**src/timer2_pkg.sv**
```systemverilog
// constants, field layouts and carrier types of the timer 2 control block
// assumes an 8-bit special function register bus clocked by the oscillator
//
// Overview of operation
// overflow sets bit 7 flag; software clears
// no overflow flag while either baud select set
// enabled trigger falling edge sets bit 6 flag
// external flag interrupts unless up/down mode
// bit 5 picks receive baud clock source
// bit 4 picks transmit baud clock source
// bit 3 enables trigger pin unless baud
// bit 2 runs or stops the counter
// bit 1 picks timer or pin counting
// capture mode copies count on trigger edge
// reload mode reloads on overflow and trigger
// baud selects force reload on every overflow
// high/low capture reload byte pair exists
// control register at 0c8h, resets zero
// software never writes unlisted addresses
// run, baud, capture, reload mode decode
// timer mode counts once per machine cycle
// pin counted on high then low sample
// ffff to 0000 gives one overflow pulse
package timer2_pkg;

	// ************************************************************
	// register addresses
	// ************************************************************
	localparam logic [7:0] ADDR_CONTROL    = 8'hc8;
	localparam logic [7:0] ADDR_MODE       = 8'hc9;
	localparam logic [7:0] ADDR_CAP_LOW    = 8'hca;
	localparam logic [7:0] ADDR_CAP_HIGH   = 8'hcb;
	localparam logic [7:0] ADDR_COUNT_LOW  = 8'hcc;
	localparam logic [7:0] ADDR_COUNT_HIGH = 8'hcd;

	// ************************************************************
	// reset values and timing
	// ************************************************************
	localparam logic [7:0]  CONTROL_RESET      = 8'h00;
	localparam logic [15:0] COUNT_RESET        = 16'h0000;
	localparam logic [15:0] COUNT_ALL_ONES     = 16'hffff;
	localparam logic [7:0]  UNMAPPED_READ      = 8'h00;
	localparam int          OSC_PER_MACHINE    = 12;
	localparam int          MODE_UPDOWN_BIT    = 0;

	// ************************************************************
	// carrier types
	// ************************************************************
	typedef struct packed {
		logic overflow_flag;
		logic external_event_flag;
		logic receive_baud_select;
		logic transmit_baud_select;
		logic trigger_pin_enable;
		logic run_control;
		logic counter_timer_select;
		logic capture_reload_select;
	} control_t;

	typedef enum {MODE_OFF, MODE_RELOAD, MODE_CAPTURE, MODE_BAUD} op_mode_t;

	typedef struct packed {
		logic [7:0] addr;
		logic [7:0] wdata;
		logic       wr;
		logic       rd;
	} sfr_req_t;

endpackage

```
**src/timer2_control_flags.sv**
```systemverilog
// timer 2: 16-bit count, capture/reload pair, control and mode registers
// assumes a synchronous sfr bus: one-cycle wr/rd strobes, read data next cycle
`timescale 1ns/1ps
module timer2_control_flags
	import timer2_pkg::*;
(
	// clock and reset
	input  wire logic       i_clk,
	input  wire logic       i_srst,
	// sfr bus
	input  wire logic [7:0] i_addr,
	input  wire logic [7:0] i_wdata,
	input  wire logic       i_wr,
	input  wire logic       i_rd,
	output logic      [7:0] o_rdata,
	// pins
	input  wire logic       i_count_input_pin,
	input  wire logic       i_trigger_pin,
	// interrupt and serial port
	input  wire logic       i_irq_enable,
	input  wire logic       i_timer1_overflow,
	output logic            o_irq,
	output logic            o_rx_baud_tick,
	output logic            o_tx_baud_tick
);
	// ************************************************************
	// state
	// ************************************************************
	sfr_req_t  req;
	control_t  ctrl_q;
	control_t  wctrl;
	logic      up_down_enable_q;
	logic [7:0] capture_reload_low_q;
	logic [7:0] capture_reload_high_q;
	logic [15:0] count_q;
	logic      mc_tick;
	logic      count_fall;
	logic      trig_fall;
	logic      baud;
	logic      step;
	logic      overflow;
	logic      trig_event;
	logic      ovf_q;
	op_mode_t  mode;

	assign req   = '{addr: i_addr, wdata: i_wdata, wr: i_wr, rd: i_rd};
	assign wctrl = control_t'(req.wdata);

	// ************************************************************
	// machine cycle and pin sampling
	// ************************************************************
	machine_cycle_gen #(
		.DIVIDE(OSC_PER_MACHINE)
	) u_mc (
		.i_clk  (i_clk),
		.i_srst (i_srst),
		.o_tick (mc_tick)
	);

	pin_fall_sampler u_count_pin (
		.i_clk    (i_clk),
		.i_srst   (i_srst),
		.i_pin    (i_count_input_pin),
		.i_sample (mc_tick),
		.o_fall   (count_fall)
	);

	pin_fall_sampler u_trig_pin (
		.i_clk    (i_clk),
		.i_srst   (i_srst),
		.i_pin    (i_trigger_pin),
		.i_sample (mc_tick),
		.o_fall   (trig_fall)
	);

	// ************************************************************
	// mode decode
	// ************************************************************
	assign baud = ctrl_q.receive_baud_select | ctrl_q.transmit_baud_select;

	always_comb begin
		if (!ctrl_q.run_control) begin
			mode = MODE_OFF;
		end else if (baud) begin
			mode = MODE_BAUD;
		end else if (ctrl_q.capture_reload_select) begin
			mode = MODE_CAPTURE;
		end else begin
			mode = MODE_RELOAD;
		end
	end

	// timer source or pin edge, gated by run
	assign step = ctrl_q.run_control
		& (ctrl_q.counter_timer_select ? count_fall : mc_tick);
	assign overflow   = step & (count_q == COUNT_ALL_ONES);
	// trigger pin is dead while the timer makes baud clocks
	assign trig_event = trig_fall & ctrl_q.trigger_pin_enable & ~baud;

	// ************************************************************
	// count register
	// ************************************************************
	always_ff @(posedge i_clk) begin
		if (i_srst) begin
			count_q <= COUNT_RESET;
		end else if (overflow && mode != MODE_CAPTURE) begin
			count_q <= {capture_reload_high_q, capture_reload_low_q};
		end else if (trig_event && !ctrl_q.capture_reload_select) begin
			count_q <= {capture_reload_high_q, capture_reload_low_q};
		end else if (step) begin
			count_q <= count_q + 16'h0001;
		end else if (req.wr && req.addr == ADDR_COUNT_LOW) begin
			count_q[7:0] <= req.wdata;
		end else if (req.wr && req.addr == ADDR_COUNT_HIGH) begin
			count_q[15:8] <= req.wdata;
		end
	end

	// ************************************************************
	// capture / reload pair
	// ************************************************************
	always_ff @(posedge i_clk) begin
		if (i_srst) begin
			capture_reload_low_q  <= 8'h00;
			capture_reload_high_q <= 8'h00;
		end else if (trig_event && ctrl_q.capture_reload_select) begin
			capture_reload_low_q  <= count_q[7:0];
			capture_reload_high_q <= count_q[15:8];
		end else if (req.wr && req.addr == ADDR_CAP_LOW) begin
			capture_reload_low_q <= req.wdata;
		end else if (req.wr && req.addr == ADDR_CAP_HIGH) begin
			capture_reload_high_q <= req.wdata;
		end
	end

	// ************************************************************
	// control and mode registers
	// ************************************************************
	always_ff @(posedge i_clk) begin
		if (i_srst) begin
			ctrl_q <= control_t'(CONTROL_RESET);
		end else begin
			if (req.wr && req.addr == ADDR_CONTROL) begin
				ctrl_q <= wctrl;
			end
			// hardware set wins over a software clear in the same cycle
			if (overflow && !baud) begin
				ctrl_q.overflow_flag <= 1'b1;
			end
			if (trig_event) begin
				ctrl_q.external_event_flag <= 1'b1;
			end
		end
	end

	always_ff @(posedge i_clk) begin
		if (i_srst) begin
			up_down_enable_q <= 1'b0;
		end else if (req.wr && req.addr == ADDR_MODE) begin
			up_down_enable_q <= req.wdata[MODE_UPDOWN_BIT];
		end
	end

	// ************************************************************
	// interrupt and baud clock outputs
	// ************************************************************
	always_ff @(posedge i_clk) begin
		if (i_srst) begin
			o_irq <= 1'b0;
		end else begin
			o_irq <= i_irq_enable & (ctrl_q.overflow_flag
				| (ctrl_q.external_event_flag & ~up_down_enable_q));
		end
	end

	always_ff @(posedge i_clk) begin
		if (i_srst) begin
			ovf_q          <= 1'b0;
			o_rx_baud_tick <= 1'b0;
			o_tx_baud_tick <= 1'b0;
		end else begin
			ovf_q          <= overflow;
			o_rx_baud_tick <= ctrl_q.receive_baud_select ? overflow : i_timer1_overflow;
			o_tx_baud_tick <= ctrl_q.transmit_baud_select ? overflow : i_timer1_overflow;
		end
	end

	// ************************************************************
	// read port
	// ************************************************************
	// unlisted addresses read zero; writes to them are dropped
	always_ff @(posedge i_clk) begin
		if (i_srst) begin
			o_rdata <= 8'h00;
		end else if (req.rd) begin
			unique case (req.addr)
				ADDR_CONTROL:    o_rdata <= ctrl_q;
				ADDR_MODE:       o_rdata <= {7'h00, up_down_enable_q};
				ADDR_CAP_LOW:    o_rdata <= capture_reload_low_q;
				ADDR_CAP_HIGH:   o_rdata <= capture_reload_high_q;
				ADDR_COUNT_LOW:  o_rdata <= count_q[7:0];
				ADDR_COUNT_HIGH: o_rdata <= count_q[15:8];
				default:         o_rdata <= UNMAPPED_READ;
			endcase
		end
	end
endmodule

```
**src/machine_cycle_gen.sv**
```systemverilog
// machine cycle strobe from the oscillator clock
// assumes i_clk is the oscillator itself
`timescale 1ns/1ps
module machine_cycle_gen
	import timer2_pkg::*;
#(
	parameter int DIVIDE = OSC_PER_MACHINE
) (
	// clock and reset
	input  wire logic i_clk,
	input  wire logic i_srst,
	// strobe
	output logic      o_tick
);
	// a divide below two leaves no room for the strobe to drop
	if (DIVIDE < 2) begin : g_bad_divide
		$error("DIVIDE must be at least 2");
	end

	logic [$clog2(DIVIDE)-1:0] cnt_q;

	always_ff @(posedge i_clk) begin
		if (i_srst) begin
			cnt_q  <= '0;
			o_tick <= 1'b0;
		end else begin
			o_tick <= (cnt_q == ($clog2(DIVIDE))'(DIVIDE - 1));
			if (cnt_q == ($clog2(DIVIDE))'(DIVIDE - 1)) begin
				cnt_q <= '0;
			end else begin
				cnt_q <= cnt_q + 1'b1;
			end
		end
	end
endmodule

```
**src/pin_fall_sampler.sv**
```systemverilog
// samples an asynchronous pin once per machine cycle, flags a high-then-low pair
// assumes i_sample is a one-cycle strobe on i_clk
`timescale 1ns/1ps
module pin_fall_sampler (
	// clock and reset
	input  wire logic i_clk,
	input  wire logic i_srst,
	// pin and strobe
	input  wire logic i_pin,
	input  wire logic i_sample,
	// result
	output logic      o_fall
);
	logic meta_q;
	logic sync_q;
	logic prev_q;

	// two flops before anything looks at the pin
	always_ff @(posedge i_clk) begin
		if (i_srst) begin
			meta_q <= 1'b1;
			sync_q <= 1'b1;
		end else begin
			meta_q <= i_pin;
			sync_q <= meta_q;
		end
	end

	// two samples needed, so at most one count per two machine cycles
	always_ff @(posedge i_clk) begin
		if (i_srst) begin
			prev_q <= 1'b1;
			o_fall <= 1'b0;
		end else begin
			o_fall <= i_sample & prev_q & ~sync_q;
			if (i_sample) begin
				prev_q <= sync_q;
			end
		end
	end
endmodule

```
**config.mk**
```make
export PLATFORM = sky130hd
export DESIGN_NAME = timer2_control_flags
export DESIGN_NICKNAME = d
export VERILOG_FILES = /design/src/timer2_pkg.sv /design/src/timer2_control_flags.sv /design/src/machine_cycle_gen.sv /design/src/pin_fall_sampler.sv
export SDC_FILE = /design/constraint.sdc
export NUM_CORES = 1
export LEC_CHECK = 0
export BUFFER_PORTS_ARGS = -buffer_cell sky130_fd_sc_hd__buf_2
export CAP_MARGIN = 20
export CORE_MARGIN = 2
export CORE_UTILIZATION = 55
export CTS_CLUSTER_DIAMETER = 60
export DETAILED_ROUTE_END_ITERATION = 6
export GPL_ROUTABILITY_DRIVEN = 0
export GPL_TIMING_DRIVEN = 0
export PLACE_DENSITY = 0.73
export SYNTH_ARGS = -nofsm -noshare
export SYNTH_HDL_FRONTEND = slang
export SYNTH_SLANG_ARGS = --single-unit
```
**constraint.sdc**
```tcl
create_clock -name i_clk -period 2.95 [get_ports i_clk]
set_input_delay 0.295 -clock i_clk [delete_from_list [all_inputs] [get_ports i_clk]]
set_output_delay 0.295 -clock i_clk [all_outputs]
set_load 0.05 [all_outputs]
```
## Yosys cells after proc, flatten, opt, wreduce, memory -nomap -nowiden

Index checks and enable logic that the tools add are counted.

| word-level totals | value |
|---|---|
| word-level logic and storage cells | 98 |
| input port bits | 24 |
| flip-flop bits (word level) | 65 |
| output and inout port bits | 11 |

| operators by class | value |
|---|---|
| $add $sub $neg | 2 |
| eq/ne operators | 11 |
| reductions and logical operators | 21 |
| multiplexer cells | 21 |
| bitwise gates (word level) | 16 |

Operator list:

| kind | number |
|---|---|
| $mux W8 | 9 |
| $eq A8 B8 Y1 const B | 6 |
| $mux W16 | 3 |
| $pmux W8 S6 | 1 |
| $ne A32 B3 Y1 const B | 1 |
| $add A16 B1 Y16 const B | 1 |
| $eq A16 B16 Y1 const B | 1 |
| $and A1 B1 Y1 | 10 |
| $logic_and A1 B1 Y1 | 10 |
| $reduce_bool A2 Y1 | 4 |
| $reduce_bool A4 Y1 | 2 |
| $mux W2 | 3 |
| $mux W1 | 5 |
| $add A4 B1 Y4 const B | 1 |
| $eq A4 B4 Y1 const B | 1 |
| $ne A4 B4 Y1 const B | 1 |
| $not A1 Y1 | 4 |
| $reduce_and A2 Y1 | 2 |
| $logic_not A1 Y1 | 2 |
| $ne A2 B2 Y1 const B | 1 |
| $or A1 B1 Y1 | 2 |
| $reduce_or A2 Y1 | 1 |

## Depth between registers and ports, before layout

Gate-level depths: netlist (run 1).

| depth | value |
|---|---|
| word-level depth | 7 |
| mapped depth | 8 |
| gate-level depth less buffers | 6 |

## Modules after synthesis

Synthesis (run 1) repeated with hierarchy kept, for this count alone.

| unflattened totals | value |
|---|---|
| cells, all modules | 419 |
| area total of the unflattened synthesis | 3524.6 sq um |

Modules (own cells, without submodules):

| module | instances | area each (sq um) | cells each | seq. area each (sq um) |
|---|---|---|---|---|
| timer2_control_flags | 1 | 3085.5 | 383 | 1041.0 |
| pin_fall_sampler | 2 | 120.1 | 9 | 80.1 |
| machine_cycle_gen | 1 | 198.9 | 18 | 100.1 |

## Worst setup path before layout (run 1)

Ideal clock, no wire load.

| timing path | value |
|---|---|
| path kind | register -> register |
| from | register count_q[0] |
| to | register count_q[15] |
| buffers on the path | 1 |
| library setup time | 0.079 ns |
| path slack | 1.021 ns |
| stages on the path, launching flop included | 8 |
| required time | 2.871 ns |
| clock period less this slack | 1.929 ns |
| arrival time | 1.849 ns |
| cells stage by stage | dfxtp_1 ha_1 and4_1 and4b_1 a21o_1 buf_6 a2111o_1 a211oi_2 |

| on the way | value |
|---|---|
| cells in the longest elaborated chain, start to end | 5 |
| elaborated cells on any way between the ends | 10 |
| those cells by class | add/sub: 1; eq/ne: 2; mux: 3; bitwise: 1; reduce/logical: 3 |

Ends and longest elaborated chain:

| what | line | text |
|---|---|---|
| from (decl) | timer2_control_flags.sv:35 | `logic [15:0] count_q;` |
| from (signal assigned) | timer2_control_flags.sv:107 | `count_q <= {capture_reload_high_q, capture_reload_low_q};` |
| from (signal assigned) | timer2_control_flags.sv:109 | `count_q <= {capture_reload_high_q, capture_reload_low_q};` |
| from (signal assigned) | timer2_control_flags.sv:111 | `count_q <= count_q + 16'h0001;` |
| parallel branches: the longest is 5 deep, another holds $add A16 B1 Y16 | n/a |  |

Parallel ways; which one is timed is not known.
A chain may end at the register's enable or synchronous reset.

## Worst setup path in the final report (run 1)

| timing path | value |
|---|---|
| from | register count_q[0] |
| to | register count_q[10] |

Same word-level chain as after synthesis.

==> impl_metrics.toml, run 1 <==
[die]
dieWidth_um = 84.37
core-area_sq_mm = 0.006314
die_h_um = 84.37
die_area_sq_mm = 0.007117
initial_utilization_pct = 56.26
io_pins = 35
rows = 29

[timing]
drv_slew = 0
worstMarginPinSlew_ps = 748.9
slew_headroom_pct = 49.98
hold_slack_ps = 116.4
skew_ps = 7.989
rsz0062_at_grt = "false"
setup-tns-final_ps = 0
fmax_mhz = 428.6
fin_crit_ps = 2333
fin_crit_sh_pct = 79.09
hold_viol = 0
setup_viol = 0

[synthesis]
yosys-top-cells-count = "65 x dfxtp_1, 49 x nor2_1, 43 x nand2_1, 40 x mux2i_1, 17 x a211oi_1"
synth_top_area_cell = "dfxtp_1"
synth_mux_area_share_pct = 11.91
netlist.area_leader.share_pct = 36.63
async_flop_share_pct = 0
syn-num-nets = 432
synth-simple-area-share_pct = 21.24
synth_edf_count = 0
ys_seq_area_share_pct = 36.63
synth_top_family_by_area = "simple AND/OR/NAND/NOR gates"
synth-adder-area-share_pct = 0.7045
syn_area_sq_mm = 0.003552
synth_ff_type = "dfxtp_1"
synth_area_leaders = "dfxtp_1 37%, mux2i_1 11%, nor2_1 5.2%"
ys_ff_latch = 65
yosysWarnings = 0
synth.avg_cell_area_sq_um = 8.749
post-synth-top-count-cell = "dfxtp_1"
synth_compound_area_share_pct = 21.03
synth_cells = 406
yosys.area_share.xor_xnor_pct = 2.959
ys_types = 55

[final_layout]
fill_cells = 577
regArea_sq_mm = 0.001301
area_growth_pct = 13.77
n_antenna_cell = 0
fin_util_pct = 64.01
nets = 475
fin_cells = 531
multi_input_area_sq_mm = 0.002054
drive_gt1_share_pct = 17.40

[clock_tree]
cts_buffers = 9
cts_resized = 0
clk_latency_ps = 350
clock-sinks = 65
htreeDepth = 3
cts_tree = "built"
hold_buffers = 0
root_buffer = "clkbuf_8"
clockBufferDepth = 2
cts_setup_buffers = 0
cts.reportedPaths.clkPinSlew_ps = 80

[pwr]
pwr-share-comb_pct = 6.0
power_density_mw_per_mm2 = 469.3
seqPwrFrac_pct = 46.9
clock_power_share_pct = 47.1
power.internal_mw = 1.421
sw_frac_of_total_pct = 25.10
leakage_nw = 1.620
peakVddDrop_mv = 0.3716
p_total_mw = 1.897
switching_power_mw = 0.4761

[critical_path]
crit_family = "simple AND/OR/NAND/NOR gates"
rrSetupSlack_ps = 620
critical_path_arrival_ps = 2590
worst_setup_path_start_kind = "flip-flop"
max_stage_delay_ps = 500
cp-end-kind = "flip-flop"
cpMaxStageDelayCell = "dfxtp_1"
worstSetupPathType = "flip-flop to flip-flop"
worst-path-buf-inv = 1
worstPathCellList = "ha_1 -> and4_1 -> and4b_1 -> a21o_1 -> buf_2 -> nand2_1 -> a311oi_1"
crit_fanout = 10
required_ps = 3200

[place]
dp.cells = 515
portBuffers = 32
dpl.hpwl_um = 7277

[global_routing]
antenna_found_initial = 0
grt_max_degree = 15
overflow = 0
grt_pass1_wl_um = 16530
grt_pass1_vias = 3177
track_usage_pct = 29.58

[detailed_routing]
drtIter0Drc = 277
vias = 3342
drt_first_pass_iters = 5
drt_wl_total_um = 10240
routedWlPerCell_um = 19.28
vias_per_cell = 6.294
route.detailed.drc = 0
ant_nets = 0

[status]
status = "finished clean"

[run]
max_cap_violations = 0

[worst_hold_path]
worstHoldPathType = "primary input to flip-flop"
-- path summary, 6_finish.rpt --
check,from,to,cells after the start
max,count_q[0],count_q[10],7
max reg2reg,count_q[0],count_q[10],7
min,i_trigger_pin,u_trig_pin.meta_q,2
min reg2reg,u_count_pin.meta_q,u_count_pin.sync_q,1
-- state kept, by name (all words and copies together), names as in the netlist, 4 cells and up --
register               cells
o_rdata                    8
capture_reload_high_q      8
count_q                   16
capture_reload_low_q       8
ctrl_q                     8
u_mc.cnt_q                 4
-- cell families after synthesis --
logic type                 Yosys count
adders and majority gates            2
muxes                               42
DFF                                 65
xor gates and xnor gates            12
and+or+nand+nor                    148
buffers and inverters               40
AOI/OAI and AO/OA                   97
-- worst reg2reg max path, stage by stage (launching register included) --
cell      delay, ps
dfxtp_1         500
ha_1            320
and4_1          380
and4b_1         230
a21o_1          180
buf_2           270
nand2_1          90
a311oi_1        270
-- per-layer routing --
layer | vias up | track usage [%] | wire length [um]
met4 | 0 | 14.00 | 338
li1 | 1588 | - | -
met3 | 27 | 4.621 | 826
met5 | - | 0 | 0
met2 | 142 | 45.96 | 4630
met1 | 1585 | 40.39 | 4443
-- power groups by stage --
| stage | Sequential (mW) | Combinational, mW | Clock [mW] |
|---|---|---|---|
| floorplan | 0.914 | 0.0618 | 0 |
| global placement | 0.910 | 0.110 | 0 |
| detailed placement | 0.910 | 0.112 | 0 |
| CTS | 0.890 | 0.112 | 0.902 |
| global route | 0.891 | 0.123 | 0.939 |
| finish | 0.890 | 0.113 | 0.894 |
-- area by class of cell --
class | count | share of cell area (%)
inverter | 5 | 0.4644
multi-input combinational | 301 | 50.84
buffer | 35 | 4.396
timing repair buffer | 32 | 3.963
sequential | 65 | 32.20
clock buffer | 9 | 3.065
tap | 77 | 2.384
clock inverter | 7 | 2.693
-- cells in the final DEF, fill, tap and decap left out, types with 4 or more instances in the layout --
master    synthesis  layout
a31oi_1           5       5
or2_2             6       6
dfxtp_1          65      65
xor2_1            9       9
and2_1            5       5
nand4_1          11      11
inv_1             5       5
clkbuf_1         16      16
a22o_1           14      14
nand3_1           6       6
and3_1            4       4
o22ai_1           8       8
a211oi_1         17      17
mux2i_1          40      40
buf_2            12      44
a211o_1          12      12
nor2_1           49      49
buf_6             4       4
clkbuf_8          0       9
and4_1            4       4
nand2_1          43      43
a311oi_1         11      11
a21oi_1          13      13
-- stage by stage --
stage / setup WS (ps) / instance area [sq um]
after floorplan: 1021 / 3552
after global placement: 703.5 / 3809
after detailed placement: 697.5 / 3809
after CTS: 665.0 / 4041
after global routing: 507.0 / 4041
final: 616.8 / 4041
No activity file was read; power rests on OpenSTA's default activity.
==> run 2: changes to the inputs <==
- clock period: 2.95 -> 2.2 ns (I/O delays scaled with it)
==> impl_metrics.toml, run 2 (synthesis gave the netlist of run 1 again) <==
[global_routing]
grt_util_met3_pct = 4.621
gr-max-usage-layer = "met2"
antenna_found_initial = 0
grt_pass1_vias = 3177
track_usage_pct = 29.58
overflow = 0
grtUsageMet1_pct = 40.39
grt_pass1_wl_um = 16530
grtUsageMet2_pct = 45.96
grt_max_degree = 15

[timing]
fmax_mhz = 472.8
slew_headroom_pct = 49.27
worstMarginPinSlew_ps = 759.5
drv_slew = 0
fin_crit_sh_pct = 96.15
skew_ps = 7.561
hold_viol = 0
setup_ws_ps = 84.78
setup_viol = 0
fin_crit_ps = 2115

[critical_path]
worstSetupPathType = "flip-flop to flip-flop"
rrSetupSlack_ps = 80
crit_start = "count_q[0]"
worst_setup_path_start_kind = "flip-flop"
reg2reg_from = "count_q[0]"
crit_fanout = 10
ff2ff_path_depth = 7
required_ps = 2470
critical_path_arrival_ps = 2390
r2r-end = "count_q[15]"
cp-end-kind = "flip-flop"

[final_layout]
area_growth_pct = 14.23
multi_input_area_sq_mm = 0.002069
nets = 474
n_antenna_cell = 0
drive_gt1_share_pct = 18.98
largest_reg_flops = 16
most-common-layout-cells = "63 x dfxtp_1, 48 x nor2_1, 43 x buf_2"
layout_commonest_cell = "dfxtp_1"
fin_util_pct = 64.27
largest_register = "count_q"
fill_cells = 574
regArea_sq_mm = 0.001304

[detailed_routing]
ant_nets = 0
vias = 3408
routedWlPerCell_um = 19.44
drt_wl_total_um = 10300
drtIter0Drc = 293
drt_first_pass_iters = 5
vias_per_cell = 6.430
route.detailed.drc = 0

[place]
portBuffers = 32
pre_cts_slack_ps = -52.53
dpl.hpwl_um = 7277

[worst_hold_path]
hold_path_depth = 2
hold_end = "u_trig_pin.meta_q"
holdCritStartpoint = "i_trigger_pin"
worstHoldPathType = "primary input to flip-flop"

[die]
die_h_um = 84.37
core-area_sq_mm = 0.006314
initial_utilization_pct = 56.26
die_area_sq_mm = 0.007117
dieWidth_um = 84.37
rows = 29
io_pins = 35

[clock_tree]
hold_buffers = 0
htreeDepth = 3
cts_resized = 3
root_buffer = "clkbuf_8"
cts.reportedPaths.clkPinSlew_ps = 80
cts_buffers = 9
cts_setup_buffers = 0
clockBufferDepth = 2
clk_latency_ps = 350
clock-sinks = 65
cts_tree = "built"

[pwr]
leakage_nw = 1.616
power_density_mw_per_mm2 = 627.5
peakVddDrop_mv = 0.4980
p_total_mw = 2.546

[run]
max_cap_violations = 0

[status]
status = "finished clean"
run 2: area by class of cell:
| class | count | share of cell area (%) |
|---|---|---|
| plain buffers | 34 | 4.348 |
| clock buffers | 9 | 3.053 |
| clock inverters | 7 | 2.683 |
| inverters | 5 | 0.4625 |
| multi-input cells | 301 | 51.00 |
| flip-flops and latches | 65 | 32.13 |
| well taps | 77 | 2.374 |
| repair buffers | 32 | 3.947 |
run 2: worst max-delay path: stages (launching register included):
cell	delay [ps]
dfxtp_2	380
ha_2	240
and4_2	300
and4b_1	200
a21o_1	220
buf_6	160
a2111o_1	370
a211oi_2	170
run 2: worst max-delay path by stage:
stage / endpoint / cells past startpoint
after floorplan: count_q[15] / 7
after global placement: count_q[10] / 7
after detailed placement: count_q[10] / 7
after CTS: count_q[10] / 7
after global routing: count_q[7] / 6
final: count_q[15] / 7
run 2: routing by layer:
metal / share of wire (%) / wire [um]
met5: 0 / 0
met4: 3.6 / 369
met3: 6.9 / 713
met1: 45 / 4610
met2: 45 / 4610
run 2: power by group:
group	total, mW	switching, mW	internal [mW]
Clock	1.20	0.537	0.663
Combinational	0.153	0.0975	0.0552
Sequential	1.19	0.00649	1.19
run 2: per-stage QoR:
step           hold WS [ps]  area [sq um]  std cells  setup TNS (ps)
2_1_floorplan         323.8          3552        406               0
3_3_place_gp          398.3          3809        515          -94.58
3_5_place_dp          400.5          3809        515          -196.7
4_1_cts               35.51          4046        531               0
5_1_grt               32.84          4058        530          -14.01
6_report              42.20          4058        530               0
